$ cat src/hdl/packet_defines.svh
`ifndef PACKET_DEFINES_SVH
`define PACKET_DEFINES_SVH

// framing bytes
`define DLE_BYTE        8'h10
`define ETX_BYTE        8'h03
`define ERR_ECHO_ID     8'h13

// commands taken from the host
`define CMD_CLEAR_RESET 8'h1E
`define CMD_VERSION     8'h1F
`define CMD_TIME        8'h21
`define CMD_SEED_XYZ    8'h23
`define CMD_FIX_MODE    8'h24
`define CMD_SOFT_RESET  8'h25
`define CMD_HEALTH      8'h26
`define CMD_SIGNALS     8'h27
`define CMD_SYS_MSG     8'h28
`define CMD_ALTITUDE    8'h2A

// reports sent to the host
`define REP_TIME        8'h41
`define REP_VERSION     8'h45
`define REP_HEALTH      8'h46
`define REP_SIGNALS     8'h47
`define REP_SYS_MSG     8'h48
`define REP_ALTITUDE    8'h4A
`define REP_STATUS      8'h4B
`define REP_FIX_MODE    8'h6D

// payload values
`define MODE_COLD       8'h4B
`define MODE_FACTORY    8'h46
`define ALT_CLEAR_FLAG  8'hFF

// payload lengths and storage
`define BUF_DEPTH       16
`define BUF_AW          4
`define LEN_W           5
`define LEN_FULL        5'h10
`define LEN_SEED        5'h0C
`define LEN_ALT_SET     5'h04
`define LEN_ONE         5'h01
`define LEN_ALT_REPORT  5'h05
`define FIFO_DEPTH      4
`define ALT_RESET       32'h0000_0000

`endif

$ cat src/hdl/packet_pkg.sv
package packet_pkg;

  typedef enum logic [2:0] {
    st_hunt = 3'h0,
    st_id   = 3'h1,
    st_data = 3'h3,
    st_esc  = 3'h2,
    st_send = 3'h6
  } rx_state_type;

  typedef enum logic [2:0] {
    ph_lead  = 3'h0,
    ph_err   = 3'h1,
    ph_id    = 3'h3,
    ph_data  = 3'h2,
    ph_stuff = 3'h6,
    ph_taild = 3'h7,
    ph_taile = 3'h5
  } tx_phase_type;

endpackage

$ cat src/hdl/byte_fifo.sv
`timescale 1ns/1ps

module byte_fifo #(
  parameter int WIDTH = 8,
  parameter int DEPTH = 4
) (
  input  wire logic             sys_clk_in,
  input  wire logic             reset_n_in,
  input  wire logic             in_valid_in,
  output logic                  in_ready_out,
  input  wire logic [WIDTH-1:0] in_data_in,
  output logic                  out_valid_out,
  input  wire logic             out_ready_in,
  output logic [WIDTH-1:0]      out_data_out
);
  localparam int AW = (DEPTH > 1) ? $clog2(DEPTH) : 1;

  logic [WIDTH-1:0] mem_reg [DEPTH];
  logic [AW-1:0]    wr_ptr_reg;
  logic [AW-1:0]    rd_ptr_reg;
  logic [AW:0]      count_reg;
  wire              push_w;
  wire              pop_w;

  function automatic logic [AW-1:0] ptr_inc(input logic [AW-1:0] p);
    ptr_inc = (p == AW'(DEPTH - 1)) ? '0 : p + 1'b1;
  endfunction

  assign in_ready_out  = (count_reg != (AW + 1)'(DEPTH));
  assign out_valid_out = (count_reg != '0);
  assign out_data_out  = mem_reg[rd_ptr_reg];
  assign push_w        = in_valid_in && in_ready_out;
  assign pop_w         = out_valid_out && out_ready_in;

  always_ff @(posedge sys_clk_in) begin
    if (!reset_n_in) begin
      wr_ptr_reg <= '0;
      rd_ptr_reg <= '0;
      count_reg  <= '0;
    end else begin
      if (push_w) begin
        wr_ptr_reg <= ptr_inc(wr_ptr_reg);
      end
      if (pop_w) begin
        rd_ptr_reg <= ptr_inc(rd_ptr_reg);
      end
      count_reg <= count_reg + {{AW{1'b0}}, push_w} - {{AW{1'b0}}, pop_w};
    end
  end

  always_ff @(posedge sys_clk_in) begin
    if (push_w) begin
      mem_reg[wr_ptr_reg] <= in_data_in;
    end
  end

endmodule

$ cat src/hdl/packet_command.sv
`timescale 1ns/1ps
`include "packet_defines.svh"

module packet_command (
  input  wire logic        sys_clk_in,
  input  wire logic        reset_n_in,
  input  wire logic        rx_valid_in,
  input  wire logic [7:0]  rx_data_in,
  output logic             rx_ready_out,
  output logic             tx_valid_out,
  output logic [7:0]       tx_data_out,
  input  wire logic        tx_ready_in,
  input  wire logic        computing_in,
  input  wire logic        msg_received_in,
  input  wire logic [31:0] last_3d_altitude_in,
  output logic             restart_out,
  output logic             erase_battery_backed_memory_out,
  output logic             erase_serial_nonvolatile_store_out,
  output logic             seed_valid_out,
  output logic [31:0]      seed_x_out,
  output logic [31:0]      seed_y_out,
  output logic [31:0]      seed_z_out,
  output logic [31:0]      ref_altitude_out,
  output logic             altitude_flag_out,
  output logic [31:0]      altitude_2d_out
);
  import packet_pkg::*;

  packet_pkg::rx_state_type state_reg, state_next;
  packet_pkg::tx_phase_type phase_reg, phase_next;
  logic [7:0]          buf_reg [`BUF_DEPTH];
  logic [7:0]          rx_id_reg;
  logic [`LEN_W-1:0]   rx_len_reg;
  logic                rx_bad_reg;
  logic                rx_ready_reg;
  logic [7:0]          tx_id_reg;
  logic [`LEN_W-1:0]   tx_len_reg;
  logic [`LEN_W-1:0]   tx_idx_reg, tx_idx_next;
  logic                tx_echo_reg;
  logic                tx_more_reg;
  logic                tx_valid_reg;
  logic [7:0]          tx_data_reg;
  logic [31:0]         seed_reg [3];
  logic                seed_valid_reg;
  logic [31:0]         ref_alt_reg;
  logic                alt_flag_reg;
  logic [31:0]         alt_2d_reg;
  logic                restart_reg;
  logic                erase_bbm_reg;
  logic                erase_store_reg;
  logic [7:0]          last_push_reg;

  wire                 rx_take      = rx_valid_in && rx_ready_reg;
  wire                 rx_is_dle    = (rx_data_in == `DLE_BYTE);
  wire                 rx_is_etx    = (rx_data_in == `ETX_BYTE);
  wire                 id_ok        = !rx_is_dle && !rx_is_etx;
  wire                 in_id        = (state_reg == st_id);
  wire                 in_data      = (state_reg == st_data);
  wire                 in_esc       = (state_reg == st_esc);
  wire                 rx_store     = rx_take && ((in_data && !rx_is_dle) || (in_esc && rx_is_dle));
  wire                 stuff_err    = rx_take && in_esc && !rx_is_dle && !rx_is_etx;
  wire                 rx_full      = (rx_len_reg == `LEN_FULL);
  wire                 frame_end    = rx_take && in_esc && rx_is_etx;
  wire [7:0]           b0           = buf_reg[0];
  wire                 len0         = (rx_len_reg == '0);
  wire                 len1         = (rx_len_reg == `LEN_ONE);

  // command decode at the end of a frame
  wire                 is_reset     = (rx_id_reg == `CMD_CLEAR_RESET);
  wire                 is_seed      = (rx_id_reg == `CMD_SEED_XYZ);
  wire                 is_alt       = (rx_id_reg == `CMD_ALTITUDE);
  wire                 is_soft      = (rx_id_reg == `CMD_SOFT_RESET);
  wire                 is_health    = (rx_id_reg == `CMD_HEALTH);
  wire                 is_msg       = (rx_id_reg == `CMD_SYS_MSG);
  wire                 ok_reset     = is_reset && len1 && (b0 == `MODE_COLD || b0 == `MODE_FACTORY);
  wire                 ok_query     = len0 && (rx_id_reg == `CMD_VERSION || rx_id_reg == `CMD_TIME ||
                                      rx_id_reg == `CMD_FIX_MODE || is_soft || is_health ||
                                      rx_id_reg == `CMD_SIGNALS || is_msg);
  wire                 ok_seed      = is_seed && (rx_len_reg == `LEN_SEED);
  wire                 alt_set      = is_alt && (rx_len_reg == `LEN_ALT_SET);
  wire                 alt_clear    = is_alt && len1 && (b0 == `ALT_CLEAR_FLAG);
  wire                 ok_alt       = alt_set || alt_clear || (is_alt && len0);
  wire                 parsed       = !rx_bad_reg && (ok_reset || ok_query || ok_seed || ok_alt);
  wire                 reply_none   = ok_seed || (is_msg && !msg_received_in);
  wire                 tx_load      = frame_end && !(parsed && reply_none);
  wire                 do_act       = frame_end && parsed;
  wire                 seed_load    = do_act && ok_seed && !computing_in;
  wire [7:0]           reply_id     = ok_reset                         ? `REP_STATUS   :
                                      (rx_id_reg == `CMD_VERSION)      ? `REP_VERSION  :
                                      (rx_id_reg == `CMD_TIME)         ? `REP_TIME     :
                                      (rx_id_reg == `CMD_FIX_MODE)     ? `REP_FIX_MODE :
                                      is_soft                          ? `REP_VERSION  :
                                      is_health                        ? `REP_HEALTH   :
                                      (rx_id_reg == `CMD_SIGNALS)      ? `REP_SIGNALS  :
                                      is_msg                           ? `REP_SYS_MSG  :
                                                                         `REP_ALTITUDE;

  // transmit byte selection
  wire [39:0]          alt_word     = {ref_alt_reg, 7'h00, alt_flag_reg};
  wire [7:0]           alt_byte     = alt_word[(8'd39 - {tx_idx_reg, 3'b000}) -: 8];
  wire [7:0]           pay_byte     = tx_echo_reg ? buf_reg[tx_idx_reg[`BUF_AW-1:0]] : alt_byte;
  wire                 pay_is_dle   = (pay_byte == `DLE_BYTE);
  wire                 pay_last     = (tx_idx_reg == tx_len_reg - 1'b1);
  wire                 push_valid   = (state_reg == st_send);
  wire                 fifo_in_ready;
  wire                 push_ok      = push_valid && fifo_in_ready;
  wire                 send_done    = push_ok && (phase_reg == ph_taile);
  wire                 tx_chain     = send_done && tx_more_reg;
  wire [7:0]           push_byte    = (phase_reg == ph_err)   ? `ERR_ECHO_ID :
                                      (phase_reg == ph_id)    ? tx_id_reg    :
                                      (phase_reg == ph_data)  ? (pay_is_dle ? `DLE_BYTE : pay_byte) :
                                      (phase_reg == ph_stuff) ? pay_byte     :
                                      (phase_reg == ph_taile) ? `ETX_BYTE    :
                                                                `DLE_BYTE;
  wire                 fifo_out_valid;
  wire [7:0]           fifo_out_data;
  wire                 fifo_out_ready = !tx_valid_reg || tx_ready_in;

  byte_fifo #(
    .WIDTH (8),
    .DEPTH (`FIFO_DEPTH)
  ) u_tx_fifo (
    .sys_clk_in    (sys_clk_in),
    .reset_n_in    (reset_n_in),
    .in_valid_in   (push_valid),
    .in_ready_out  (fifo_in_ready),
    .in_data_in    (push_byte),
    .out_valid_out (fifo_out_valid),
    .out_ready_in  (fifo_out_ready),
    .out_data_out  (fifo_out_data)
  );

  always_comb begin
    state_next  = state_reg;
    phase_next  = phase_reg;
    tx_idx_next = tx_idx_reg;
    case (state_reg)
      st_hunt: begin
        if (rx_take && rx_is_dle) begin
          state_next = st_id;
        end
      end
      st_id: begin
        if (rx_take && rx_is_etx) begin
          state_next = st_hunt;
        end else if (rx_take && id_ok) begin
          state_next = st_data;
        end
      end
      st_data: begin
        if (rx_take && rx_is_dle) begin
          state_next = st_esc;
        end
      end
      st_esc: begin
        if (frame_end) begin
          state_next  = tx_load ? st_send : st_hunt;
          phase_next  = ph_lead;
          tx_idx_next = '0;
        end else if (rx_take) begin
          state_next = st_data;
        end
      end
      st_send: begin
        if (push_ok) begin
          case (phase_reg)
            ph_lead:  phase_next = tx_echo_reg ? ph_err : ph_id;
            ph_err:   phase_next = ph_id;
            ph_id: begin
              phase_next  = (tx_len_reg == '0) ? ph_taild : ph_data;
              tx_idx_next = '0;
            end
            ph_data, ph_stuff: begin
              if (phase_reg == ph_data && pay_is_dle) begin
                phase_next = ph_stuff;
              end else begin
                phase_next  = pay_last ? ph_taild : ph_data;
                tx_idx_next = tx_idx_reg + 1'b1;
              end
            end
            ph_taild: phase_next = ph_taile;
            default: begin
              phase_next = ph_lead;
              state_next = tx_more_reg ? st_send : st_hunt;
            end
          endcase
        end
      end
      default: state_next = st_hunt;
    endcase
  end

  always_ff @(posedge sys_clk_in) begin
    if (!reset_n_in) begin
      state_reg    <= st_send;
      phase_reg    <= ph_lead;
      tx_idx_reg   <= '0;
      rx_ready_reg <= 1'b0;
    end else begin
      state_reg    <= state_next;
      phase_reg    <= phase_next;
      tx_idx_reg   <= tx_idx_next;
      rx_ready_reg <= (state_next != st_send);
    end
  end

  always_ff @(posedge sys_clk_in) begin
    if (!reset_n_in) begin
      rx_id_reg  <= '0;
      rx_len_reg <= '0;
      rx_bad_reg <= 1'b0;
    end else if (rx_take && in_id && id_ok) begin
      rx_id_reg  <= rx_data_in;
      rx_len_reg <= '0;
      rx_bad_reg <= 1'b0;
    end else begin
      if (rx_store && !rx_full) begin
        rx_len_reg <= rx_len_reg + 1'b1;
      end
      if (stuff_err || (rx_store && rx_full)) begin
        rx_bad_reg <= 1'b1;
      end
    end
  end

  always_ff @(posedge sys_clk_in) begin
    if (rx_store && !rx_full) begin
      buf_reg[rx_len_reg[`BUF_AW-1:0]] <= rx_data_in;
    end
  end

  always_ff @(posedge sys_clk_in) begin
    if (!reset_n_in) begin
      tx_id_reg   <= `REP_VERSION;
      tx_len_reg  <= '0;
      tx_echo_reg <= 1'b0;
      tx_more_reg <= 1'b0;
    end else if (tx_load) begin
      tx_id_reg   <= parsed ? reply_id : rx_id_reg;
      tx_echo_reg <= !parsed;
      tx_len_reg  <= !parsed ? rx_len_reg : (ok_alt ? `LEN_ALT_REPORT : '0);
      tx_more_reg <= parsed && is_health;
    end else if (tx_chain) begin
      tx_id_reg   <= `REP_STATUS;
      tx_len_reg  <= '0;
      tx_echo_reg <= 1'b0;
      tx_more_reg <= 1'b0;
    end
  end

  always_ff @(posedge sys_clk_in) begin
    if (!reset_n_in) begin
      restart_reg     <= 1'b0;
      erase_bbm_reg   <= 1'b0;
      erase_store_reg <= 1'b0;
      seed_valid_reg  <= 1'b0;
      ref_alt_reg     <= `ALT_RESET;
      alt_flag_reg    <= 1'b0;
      alt_2d_reg      <= '0;
    end else begin
      restart_reg     <= do_act && (ok_reset || is_soft);
      erase_bbm_reg   <= do_act && ok_reset;
      erase_store_reg <= do_act && ok_reset && (b0 == `MODE_FACTORY);
      seed_valid_reg  <= seed_load;
      if (do_act && alt_set) begin
        ref_alt_reg  <= {buf_reg[0], buf_reg[1], buf_reg[2], buf_reg[3]};
        alt_flag_reg <= 1'b1;
      end else if (do_act && alt_clear) begin
        alt_flag_reg <= 1'b0;
      end
      alt_2d_reg <= alt_flag_reg ? ref_alt_reg : last_3d_altitude_in;
    end
  end

  for (genvar a = 0; a < 3; a++) begin : g_axis
    always_ff @(posedge sys_clk_in) begin
      if (!reset_n_in) begin
        seed_reg[a] <= '0;
      end else if (seed_load) begin
        seed_reg[a] <= {buf_reg[4*a], buf_reg[4*a+1], buf_reg[4*a+2], buf_reg[4*a+3]};
      end
    end
  end

  always_ff @(posedge sys_clk_in) begin
    if (!reset_n_in) begin
      tx_valid_reg  <= 1'b0;
      tx_data_reg   <= '0;
      last_push_reg <= '0;
    end else begin
      if (fifo_out_valid && fifo_out_ready) begin
        tx_valid_reg <= 1'b1;
        tx_data_reg  <= fifo_out_data;
      end else if (tx_ready_in) begin
        tx_valid_reg <= 1'b0;
      end
      if (push_ok) begin
        last_push_reg <= push_byte;
      end
    end
  end

  assign rx_ready_out                       = rx_ready_reg;
  assign tx_valid_out                       = tx_valid_reg;
  assign tx_data_out                        = tx_data_reg;
  assign restart_out                        = restart_reg;
  assign erase_battery_backed_memory_out    = erase_bbm_reg;
  assign erase_serial_nonvolatile_store_out = erase_store_reg;
  assign seed_valid_out                     = seed_valid_reg;
  assign seed_x_out                         = seed_reg[0];
  assign seed_y_out                         = seed_reg[1];
  assign seed_z_out                         = seed_reg[2];
  assign ref_altitude_out                   = ref_alt_reg;
  assign altitude_flag_out                  = alt_flag_reg;
  assign altitude_2d_out                    = alt_2d_reg;

  frame_tail_a: assert property (
    @(posedge sys_clk_in) disable iff (!reset_n_in)
    push_ok && phase_reg == ph_taile |-> push_byte == `ETX_BYTE && last_push_reg == `DLE_BYTE)
    else $error("terminator not preceded by escape");

  ident_legal_a: assert property (
    @(posedge sys_clk_in) disable iff (!reset_n_in)
    push_ok && phase_reg == ph_id |-> push_byte != `DLE_BYTE && push_byte != `ETX_BYTE)
    else $error("illegal identifier sent");

  stuff_pair_a: assert property (
    @(posedge sys_clk_in) disable iff (!reset_n_in)
    push_ok && phase_reg == ph_stuff |-> last_push_reg == `DLE_BYTE && push_byte == `DLE_BYTE)
    else $error("payload escape not doubled");

  odd_end_a: assert property (
    @(posedge sys_clk_in) disable iff (!reset_n_in)
    rx_take && in_data && rx_is_etx |=> state_reg == st_data &&
    (rx_len_reg == $past(rx_len_reg) + 1'b1 || $past(rx_full)))
    else $error("even escape run ended a packet");

  echo_code_a: assert property (
    @(posedge sys_clk_in) disable iff (!reset_n_in)
    push_ok && phase_reg == ph_err |-> tx_echo_reg && last_push_reg == `DLE_BYTE && push_byte == `ERR_ECHO_ID)
    else $error("echo code misplaced");

  reset_reply_a: assert property (
    @(posedge sys_clk_in) disable iff (!reset_n_in)
    do_act && ok_reset |=> restart_reg && erase_bbm_reg && tx_id_reg == `REP_STATUS && state_reg == st_send)
    else $error("reset command not carried out");

  seed_ignore_a: assert property (
    @(posedge sys_clk_in) disable iff (!reset_n_in)
    seed_valid_reg |-> $past(!computing_in) && seed_x_out == {$past(buf_reg[0]), $past(buf_reg[1]),
                                                               $past(buf_reg[2]), $past(buf_reg[3])})
    else $error("seed taken while computing or out of order");

  msg_silent_a: assert property (
    @(posedge sys_clk_in) disable iff (!reset_n_in)
    frame_end && parsed && is_msg && !msg_received_in |=> state_reg == st_hunt)
    else $error("system message reply without message");

  health_pair_a: assert property (
    @(posedge sys_clk_in) disable iff (!reset_n_in)
    tx_chain |=> tx_id_reg == `REP_STATUS && phase_reg == ph_lead && state_reg == st_send)
    else $error("status report not chained after health");

  alt_select_a: assert property (
    @(posedge sys_clk_in) disable iff (!reset_n_in)
    alt_flag_reg |=> altitude_2d_out == $past(ref_alt_reg))
    else $error("reference altitude not used");

endmodule

$ cat config.mk
export PLATFORM = sky130hd
export DESIGN_NAME = packet_command
export DESIGN_NICKNAME = d
export VERILOG_FILES = /design/src/hdl/packet_pkg.sv /design/src/hdl/byte_fifo.sv /design/src/hdl/packet_command.sv
export VERILOG_INCLUDE_DIRS = /design/src /design/src/hdl
export SDC_FILE = /design/constraint.sdc
export NUM_CORES = 1
export LEC_CHECK = 0
export CORE_MARGIN = 2
export CORE_UTILIZATION = 55
export DETAILED_ROUTE_END_ITERATION = 16
export DONT_BUFFER_PORTS = 1
export GPL_TIMING_DRIVEN = 0
export PLACE_DENSITY_LB_ADDON = 0.08
export SLEW_MARGIN = 40
export SYNTH_ARGS = -nofsm -noshare
export SYNTH_HDL_FRONTEND = slang
export SYNTH_SLANG_ARGS = --single-unit
$ cat constraint.sdc
create_clock -name sys_clk_in -period 6.9 [get_ports sys_clk_in]
set_input_delay 0.345 -clock sys_clk_in [delete_from_list [all_inputs] [get_ports sys_clk_in]]
set_output_delay 0.345 -clock sys_clk_in [all_outputs]
set_load 0.02 [all_outputs]
* Word-level counts from Yosys, hierarchy flattened
Memories as Yosys holds them, arrays and structs flattened. A register that Yosys moved wholly into a read port is not among the register bits.
Cells that the tools add are included.
Widths: inputs -> output; s select.
** Storage, ports and cells
- Register bits after elaboration :: 118
- Memory bits (writable) :: 256
- Output and inout bits :: 175
- Memories :: 3
** Cells by class
- $add $sub $neg :: 8
- Equality and inequality tests :: 39
- Shifts and indexed selects :: 1
- Multiplexer cells :: 69
- Bitwise logic cells :: 4
- Reduce and logical (&&, ||, !) cells :: 83
** Memories
- buf_reg :: words 16, width 8, rd ports 13, clocked after memory_dff 1, write ports 1, line packet_command.sv:31 : logic [7:0] buf_reg [`BUF_DEPTH];
- seed_reg :: words 3, width 32, rd ports 3, clocked after memory_dff 0, write ports 3, line packet_command.sv:43 : logic [31:0] seed_reg [3];
- u_tx_fifo.mem_reg :: words 4, width 8, rd ports 1, clocked after memory_dff 1, write ports 1, line byte_fifo.sv:18 : logic [WIDTH-1:0] mem_reg [DEPTH];
** Operators by type and width (count)
- $mux 32 :: 4
- $mux 8 :: 9
- $eq 8x6->1 const B :: 8
- $mux 3 :: 16
- $shiftx 47x9->8 :: 1
- $logic_and 1x1->1 :: 42
- $mux 5 :: 7
- $eq 8x5->1 const B :: 4
- $pmux 3 s5 :: 2
- $mux 6 :: 4
- $mux 4 :: 5
- $pmux 5 s2 :: 2
- $logic_or 1x1->1 :: 17
- $eq 8x7->1 const B :: 2
- $mux 1 :: 15
- $eq 3x2->1 const B :: 4
- $eq 3x3->1 const B :: 4
- $ne 3x3->1 const B :: 4
- $add 5x1->5 const B :: 2
- $logic_not 1->1 :: 10
- $logic_not 5->1 :: 2
- $eq 8x2->1 const B :: 1
- $eq 8x8->1 const B :: 1
- $mux 2 :: 4
- 24 further kinds :: 34

* Depth between registers and ports, before layout
Gate-level depths: netlist of run 1.
- Depth in word-level cells :: 19
- Gate-level depth with buffers :: 14

* By module
From an unflattened synthesis of run 1, not the netlist that was laid out.
** Second synthesis, totals
- Cell total of the unflattened synthesis :: 1245
- Area, all modules :: 16029.1 µm²
** By module, submodules not included
- packet_command :: times used 1, cells each 1151, area an instance 14390.1 µm²
- byte_fifo :: times used 1, cells each 94, area an instance 1639.1 µm²

* Least setup slack after synthesis of run 1
No wires, ideal clock.
- Path type :: reg2reg
- Start point :: register rx_len_reg[0]
- End point :: memory seed_reg[0][0] (enable)
- Arrival time :: 4011 ps
- Data required time :: 6443 ps
- Setup slack :: 2431 ps
- Cell stages (with the launch flop) :: 10
- Period minus slack after synthesis :: 4469 ps
- Cells stage by stage :: dfxtp_1 > ha_1 > or4b_4 > nor4_4 > o21a_2 > nor3_2 > a21o_4 > nor2_4 > nand3b_1 > nand2_1
** RTL lines
- start, declared :: line packet_command.sv:33 : logic [`LEN_W-1:0] rx_len_reg;
- start signal, assigned :: line packet_command.sv:218 : rx_len_reg <= rx_len_reg + 1'b1;
- end, declared :: line packet_command.sv:43

* Worst setup path after layout of run 1
- Start point :: register tx_idx_reg[0]
- End point :: register tx_idx_reg[0]
** Between the ends
- Word-level cells in the longest chain between the ends :: 7
- Elaborated cells on any way between the ends :: 12
- Classes of those cells :: add/sub (2); eq/ne (2); shift (1); mux (5); reduce/logical (2)
** RTL lines
- start, declared :: line packet_command.sv:38 : logic [`LEN_W-1:0] tx_idx_reg, tx_idx_next;
- start signal, assigned :: line packet_command.sv:202 : tx_idx_reg <= tx_idx_next;
- $sub 6x8->8 :: line packet_command.sv:100 : wire [7:0] alt_byte = alt_word[(8'd39 - {tx_idx_reg, 3'b000}) -: 8];
- $shiftx 47x9->8 :: line packet_command.sv:100
- $mux 8 :: line packet_command.sv:101 : wire [7:0] pay_byte = tx_echo_reg ? buf_reg[tx_idx_reg[`BUF_AW-1:0]] : alt_byte;
- $eq 8x5->1 (no line)
- $logic_and 1x1->1 :: line packet_command.sv:174 : if (phase_reg == ph_data && pay_is_dle) begin
- $ne 3x3->1 (no line)
- $reduce_and 5->1 (no line)
Several ways; a longest one is shown, not always the timed one. The select of a mux whose other input is x is not followed.
A chain may end at the register's enable or synchronous reset.

==> summary.md, run 1 <==
| Metric | Value |
|---|---|
| Crit start category | flop |
| Critical path arrival | 4.46 ns |
| CTS Buffer Depth | 3 |
| Syn Std Cell Area | 0.01616 sq mm |
| Yosys warns | 0 |
| Largest register FFs | 128 |
| Tcrit/Tclk final | 58.87% |
| Net Count, Synth | 1,296 |
| Reg2Reg Depth | 13 |
| RR Startpoint | tx_idx_reg[0] |
| Die width | 175.4 um |
| Unrepaired setup endpoints after global routing | no |
| Peak VDD IR | 0.2039 mV |
| Max Fclk | 246.2 MHz |
| Num ports | 221 |
| CTS root buffer | clkbuf_16 |
| Clock net sink count | 386 |
| Fin. Hold Viols | 0 |
| Core area | 0.02878 sq mm |
| Full die area | 0.03077 sq mm |
| CP endpoint kind | flop |
| Resized Gates After CTS | 0 |
| Avg WL per Cell | 24.81 um |
| Number of port buffers | 0 |
| Kind of critical path | flop to flop |
| Leakage | 6.291 nW |
| Max cap viols | 0 |
| H-tree Lvls | 2 |
| Hold Path End | rx_id_reg[4] |
| Post-Place Cells | about 1,600 |
| Nets | 1,381 |
| GR Overflow Total | 0 |
| DRC errors left | 0 |
| Crit path required time | 7.30 ns |
| Clk slew on worst S/H paths | roughly 0.060 ns |
| Setup TNS | 0 ns |
| Hold Crit Class | input pin to flop |
| Setup violators final | 0 |
| Worst slew margin | a little over two fifths |
| Skew-Pair Late Insertion Delay | 0.54 ns |
| Gpl congestion | 0.9257 |
| HP Start | rx_data_in[4] |
| Yosys reg bits | between 300 and 400 |
| Share of cells above drive strength 1 | 10.28% |
| Gr usage total | 27.81% |
| Antenna cell count | 0 |
| Hold depth | 2 |
| Register area | 0.01029 sq mm |
| Setup bufs post-CTS | 0 |
| Synth Area per Inst | 13.10 sq um |
| Number of cells produced by synthesis | 1,234 |
| Final WL | 43,070 um |
| Clock Skew | 0.02548 ns |
| ANT nets after route | 0 |
| Vias | 10,390 |
| Filler cells | 2,197 |
| Flop-to-flop setup slack | 2.84 ns |
| Drt first-iter violations | around 900 |
| Drt first pass iters | 5 |
| Global-route wire length before repair | 63,620 um |
| Post-synth top flop | edfxtp_1 |
| Worst slew pin tran | 0.8481 ns |
| Netlist cell types | 75 |
| Final min period | 4.062 ns |
| Slew Viols, Final | 0 |
| Num CTS Buffers | 41 |
| Area of the multi-input gates | 0.005433 sq mm |
| Post-synthesis sequential area ratio | 63.67% |
| DP HPWL | 30,000 um |
| Initial Utilization | 56.15% |
| Rows | between 60 and 70 |
| CTS tree | yes |
| Post-synth EDFFs | between 200 and 300 |
| Vias in the first global route | slightly above 10,000 |
| Largest net degree at the start of global routing | 46 |
| Antenna violations before repair | 0 |
| P per Cell Area | around 320 mW/mm^2 |
| Worst-path maximum fanout | 10 |
| Worst reg2reg endpoint | tx_idx_reg[0] |
| Outcome | finished clean |
| Post-route non-filler standard cell count | 1,736 |
| Area Growth Syn to Fin | 14.53% |
| Die Y | 175.4 um |
| Cts hold-fix bufs | 40 |
| Routed vias/inst | 5.986 |
| Async SR Flop Fraction | 0% |
-- stage by stage --
step / instance area [sq um] / worst slack [ns] / power, mW / util [%] / hold slack (ns)
after floorplan: 16160 / 2.431 / 3.354 / - / 0.4407
after global placement: 16640 / 1.168 / 3.521 / 57.82 / 0.4467
after detailed placement: 16690 / 2.969 / 3.544 / 57.99 / 0.4471
after CTS: 18530 / 2.939 / 5.884 / 64.39 / 0.0009190
after global routing: 18510 / 2.536 / 6.079 / 64.31 / 0.01996
final: 18510 / 2.838 / 5.864 / 64.31 / 0.008340
-- power by group --
group / leakage (nW) / internal, mW / total, mW / switching [mW]
sequential: 3.42 / 2.65 / 2.82 / 0.165
combinational: 2.16 / 0.270 / 0.718 / 0.448
clock: 0.711 / 1.44 / 2.33 / 0.887
-- synthesized netlist by cell type, drive strengths merged (5+ instances only) --
cell / n / area, sq um
edfxtp: 256 / 7687
dfxtp: 130 / 2603
mux2i: 118 / 1181
and2: 107 / 669.4
nor2: 100 / 382.9
nand2: 65 / 244.0
clkbuf: 43 / 161.4
o21ai: 33 / 165.2
nor2b: 32 / 200.2
a21oi: 31 / 155.2
buf: 27 / 182.7
inv: 25 / 93.84
and3: 23 / 143.9
mux4: 23 / 518.0
nand3: 22 / 110.1
nor3: 18 / 111.4
a22oi: 15 / 112.6
ha: 15 / 187.7
nand3b: 12 / 90.09
a21boi: 11 / 82.58
xnor2: 10 / 87.58
a31oi: 9 / 56.30
nand2b: 9 / 56.30
nand4: 8 / 50.05
a221oi: 5 / 43.79
and4b: 5 / 50.05
nor4: 5 / 67.56
o22ai: 5 / 31.28
-- layout by cell type, fill, tap and decap left out, types with 4 or more instances in the layout --
master,n
a21boi_0,11
a221oi_1,5
ha_1,15
nand2_1,64
nor3b_1,4
a22oi_1,15
clkbuf_16,43
o211ai_1,4
clkbuf_1,49
inv_1,25
mux2i_1,118
a21oi_1,31
clkinv_1,8
nor2b_1,32
clkinv_2,4
o22ai_1,5
bufinv_16,6
edfxtp_1,256
dfxtp_1,130
o2111ai_1,4
mux4_2,23
buf_2,18
nand2b_1,9
o21ai_0,31
nor2_1,99
nand4_1,8
nand3_1,22
a31oi_1,9
and3_1,23
and2_1,107
or3_1,4
xor2_1,4
xnor2_1,10
clkbuf_8,7
nor3_1,15
and4b_1,5
nand3b_1,12
dlygate4sd3_1,35
buf_4,6
-- per-layer routing --
layer | vias to the layer above | share of wire, % | track usage, %
met5 | - | 0 | 0
met4 | 0 | 3.0 | 9.332
met3 | 80 | 8.7 | 5.887
met2 | 469 | 46 | 44.31
met1 | 5140 | 42 | 38.31
li1 | 4702 | - | -
-- area by class of cell --
cell class / count / share of cell area, %
sequential: 386 / 55.59
tap: 384 / 2.596
inverter: 27 / 0.5476
timing repair buffer: 42 / 2.244
clock inverter: 18 / 1.298
buffer: 70 / 1.866
clock buffer: 58 / 6.503
multi-input combinational: 751 / 29.35
-- worst max-delay path, stage by stage, from the launching register on --
cell      delay, ns
dfxtp_1        0.33
clkbuf_1       0.36
inv_1          0.11
clkbuf_1       0.24
ha_1           0.34
buf_2          0.21
buf_2          0.30
mux2i_1        0.23
o21ai_0        0.14
and3_1         0.23
nor3_1         0.54
a31oi_1        0.25
or3_1          0.36
a21oi_1        0.29
-- worst max-delay path by stage --
stage | startpoint | end | slack (ns) | depth (start not counted)
after global routing | tx_idx_reg[0] | tx_idx_reg[0] | 2.54 | 14
after detailed placement | tx_idx_reg[0] | flop | 2.97 | 13
after floorplan | rx_len_reg[0] | seed_reg[0][0] | 2.43 | 9
after global placement | rx_len_reg[0] | seed_reg[2][16] | 1.17 | 9
after CTS | tx_idx_reg[0] | tx_idx_reg[0] | 2.94 | 13
final | tx_idx_reg[0] | tx_idx_reg[0] | 2.84 | 13
-- cell families (layout without fill, tap and decap cells) --
| family | after synthesis | after routing | share of synthesized area [%] |
|---|---|---|---|
| buf+inv | 97 | 215 | 2.756 |
| flops | 386 | 386 | 63.67 |
| fa+ha+maj | 16 | 16 | 1.285 |
| compound gates | 145 | 145 | 5.946 |
| xor+xnor | 14 | 14 | 0.7587 |
| simple gates | 432 | 432 | 14.86 |
| mux | 144 | 144 | 10.72 |
Power figures use the tool's default switching activity.
==> run 2: changes to the inputs <==
Clock period 6.9 ns to 3.7 ns, I/O delays scaled along.
==> run 2 against run 1 <==
Against the previous run:
- non-clock buffer count increased by 1
- first-iteration DRC count increased by 2.0%
- sequential share of layout area increased by 0.15 points
- cell area is 0.27% lower
- fmax grew 13%
- via count is 0.67% higher
- critical path depth stayed put
- wire length increased by 1.2%
- sequential power is 87% higher
- cell count stayed put
- critical path type unchanged
==> summary.md, run 2 (synthesized netlist as in run 1, its figures left out) <==
| Metric | Value |
|---|---|
| Outcome | finished clean |
| Worst slew margin | 41.42% (-1.5 points) |
| DP HPWL | 30,120 um (+0.40%) |
| Global-route wire length before repair | 64,080 um (+0.73%) |
| CP endpoint kind | flop |
| Min Hold Slack | 0.008766 ns (+0.0004269 ns) |
| Core area | 0.02878 sq mm (unchanged) |
| Vias | 10,460 (+0.67%) |
| Largest net degree at the start of global routing | 57 (+24%) |
| Setup violators final | 0 (unchanged) |
| Antenna cell count | 0 (unchanged) |
| Largest register FFs | 128 (unchanged) |
| Antenna violations before repair | 0 (unchanged) |
| Peak VDD IR | 0.5140 mV (+150%) |
| Max Fclk | 277.3 MHz (+13%) |
| Crit path depth | 13 (unchanged) |
| CP most frequent cell | buf_2 |
| Fin. Hold Viols | 0 (unchanged) |
| Reg2Reg Depth | 13 (unchanged) |
| Crit-path slowest cell | a311oi_1 |
| HP Start | rx_data_in[7] |
| Rows | 62 (unchanged) |
| Gpl congestion | 0.9104 (-1.7%) |
| Tcrit/Tclk final | 97.48% (+39 points) |
| Max cap viols | 0 (unchanged) |
| Hold depth | 4 (+2) |
| Crit path required time | 4.11 ns (-3.19 ns) |
| Leakage | 6.256 nW (-0.55%) |
| Clock net sink count | 386 (unchanged) |
| Critical path arrival | 4.02 ns (-0.44 ns) |
| CTS tree | yes |
| Slew Viols, Final | 0 (unchanged) |
| Most common cell after layout, fill and taps aside | edfxtp_1 |
| Num CTS Buffers | 41 (unchanged) |
| Drt first-iter violations | 932 (+2.0%) |
| Worst reg2reg endpoint | tx_idx_reg[3] |
| RR Startpoint | tx_idx_reg[0] |
| Drt first pass iters | 5 (unchanged) |
| Die width | 175.4 um (unchanged) |
| Skew-Pair Late Insertion Delay | 0.53 ns (about the same) |
| CTS root buffer | clkbuf_16 |
| Final min period | 3.607 ns (-0.4553 ns) |
| Full die area | 0.03077 sq mm (unchanged) |
| Crit start category | flop |
| Hold Crit Class | input pin to flop |
| Initial Utilization | 56.15% (unchanged) |
| Most frequent cells in the layout | edfxtp_1, dfxtp_1, mux2i_1 |
| H-tree Lvls | 2 (unchanged) |
| Setup bufs post-CTS | 0 (unchanged) |
| GR Overflow Total | 0 (unchanged) |
| Die Y | 175.4 um (unchanged) |
| Gr usage total | 27.96% (+0.15 points) |
| Hold Path End | rx_bad_reg |
| Worst-path maximum fanout | 10 (unchanged) |
| Area Growth Syn to Fin | 14.22% |
| Final WL | 43,570 um (+1.2%) |
| CP delay by family, top | compound AO/OA/AOI/OAI gates |
| Clock Skew | 0.01258 ns (-0.01290 ns) |
| Kind of critical path | flop to flop |
| CP bufs+invs | 4 (-1) |
| Power Total | 10.68 mW (+82%) |
| CTS Buffer Depth | 3 (unchanged) |
| Worst slew pin tran | 0.8758 ns (+0.02769 ns) |
| Vias in the first global route | 10,260 (+0.41%) |
| Setup TNS | 0 ns (unchanged) |
| ANT nets after route | 0 (unchanged) |
| Routed vias/inst | 6.026 (+0.67%) |
| Number of port buffers | 0 (unchanged) |
| Flop-to-flop setup slack | 0.09 ns (-2.74 ns) |
| Crit-path max cell delay | 0.58 ns (+0.04 ns) |
| Nets | 1,382 (+0.072%) |
| Unrepaired setup endpoints after global routing | no |
| Filler cells | 2,217 (+0.91%) |
| Share of cells above drive strength 1 | 10.65% (+0.37 points) |
| DRC errors left | 0 (unchanged) |
| Avg WL per Cell | 25.10 um (+1.2%) |
| Num ports | 221 (unchanged) |
| P per Cell Area | 578.7 mW/mm^2 (+83%) |
| Clk slew on worst S/H paths | 0.06 ns (about the same) |
| CP cell instances | buf_2 -> inv_1 -> clkbuf_2 -> ha_1 -> buf_2 -> mux2_2 -> nand2_1 -> a311oi_1 -> a2111oi_1 -> and4bb_2 -> a31oi_1 -> a21oi_1 -> a211oi_2 |
-- run 2: changes by cell type in the layout (fill, tap and decap cells not counted), sizes merged --
cell | previous run | this run
clkbuf | 102 | 100
dlygate4sd3 | 35 | 36
buf | 33 | 35
bufinv | 6 | 4
inv | 26 | 25
clkinvlp | 0 | 2
-- run 2: tightest hold or removal path: stages --
cell	delay, ns
nor4_4	0.03
nor2_1	0.09
a21oi_1	0.07
a21oi_1	0.13
-- run 2: cell type report --
cell class                 count  area, sq um  share of cell area [%]
inverter                      27        101.3                  0.5490
tap                          384        480.5                   2.603
clock inverter                17        201.4                   1.091
buffer                        70        352.8                   1.911
timing repair buffer          43        417.9                   2.264
multi-input combinational    751         5484                   29.71
sequential                   386        10290                   55.74
clock buffer                  58         1131                   6.128
-- run 2: timing repair --
| item | CTS | global route |
|---|---|---|
| resized for setup | 4 | 12 |
| hold endpoints to repair | 170 | 0 |
| hold buffers | 42 | 0 |
| pin swaps | 0 | 3 |
| endpoints found under the setup margin | 9 | 15 |
-- run 2: worst max-delay path by stage --
stage,startpoint,end,slack (ns)
floorplan,rx_len_reg[0],seed_reg[0][0],0.13
global placement,rx_len_reg[0],seed_reg[0][16],-0.75
detailed placement,tx_idx_reg[0],flop,-0.34
CTS,tx_idx_reg[0],tx_idx_reg[3],0.01
global route,tx_idx_reg[0],flop,0.01
finish,tx_idx_reg[0],tx_idx_reg[3],0.09
-- run 2: report_power, final --
part	internal (mW)	total (mW)	switching [mW]	leakage, nW
Combinational	0.508	1.35	0.845	2.19
Sequential	4.95	5.26	0.307	3.42
Clock	2.42	4.07	1.65	0.644
-- run 2: stage by stage --
stage	instance area, sq um	util, %	setup WS, ns	instances
after floorplan	16160	-	0.1343	1234
after global placement	16640	57.83	-0.7511	1618
after detailed placement	16680	57.97	-0.3429	1619
after CTS	18450	64.11	0.01017	1736
after global routing	18460	64.14	0.01014	1736
final	18460	64.14	0.09330	1736
-- run 2: routing by layer --
layer / GRT usage [%] / share of wire [%] / up-vias
met5: 0 / 0 / -
met4: 8.058 / 2.6 / 0
met3: 4.978 / 7.6 / 79
met2: 45.18 / 47 / 503
met1: 39.17 / 42 / 5175
li1: - / - / 4704
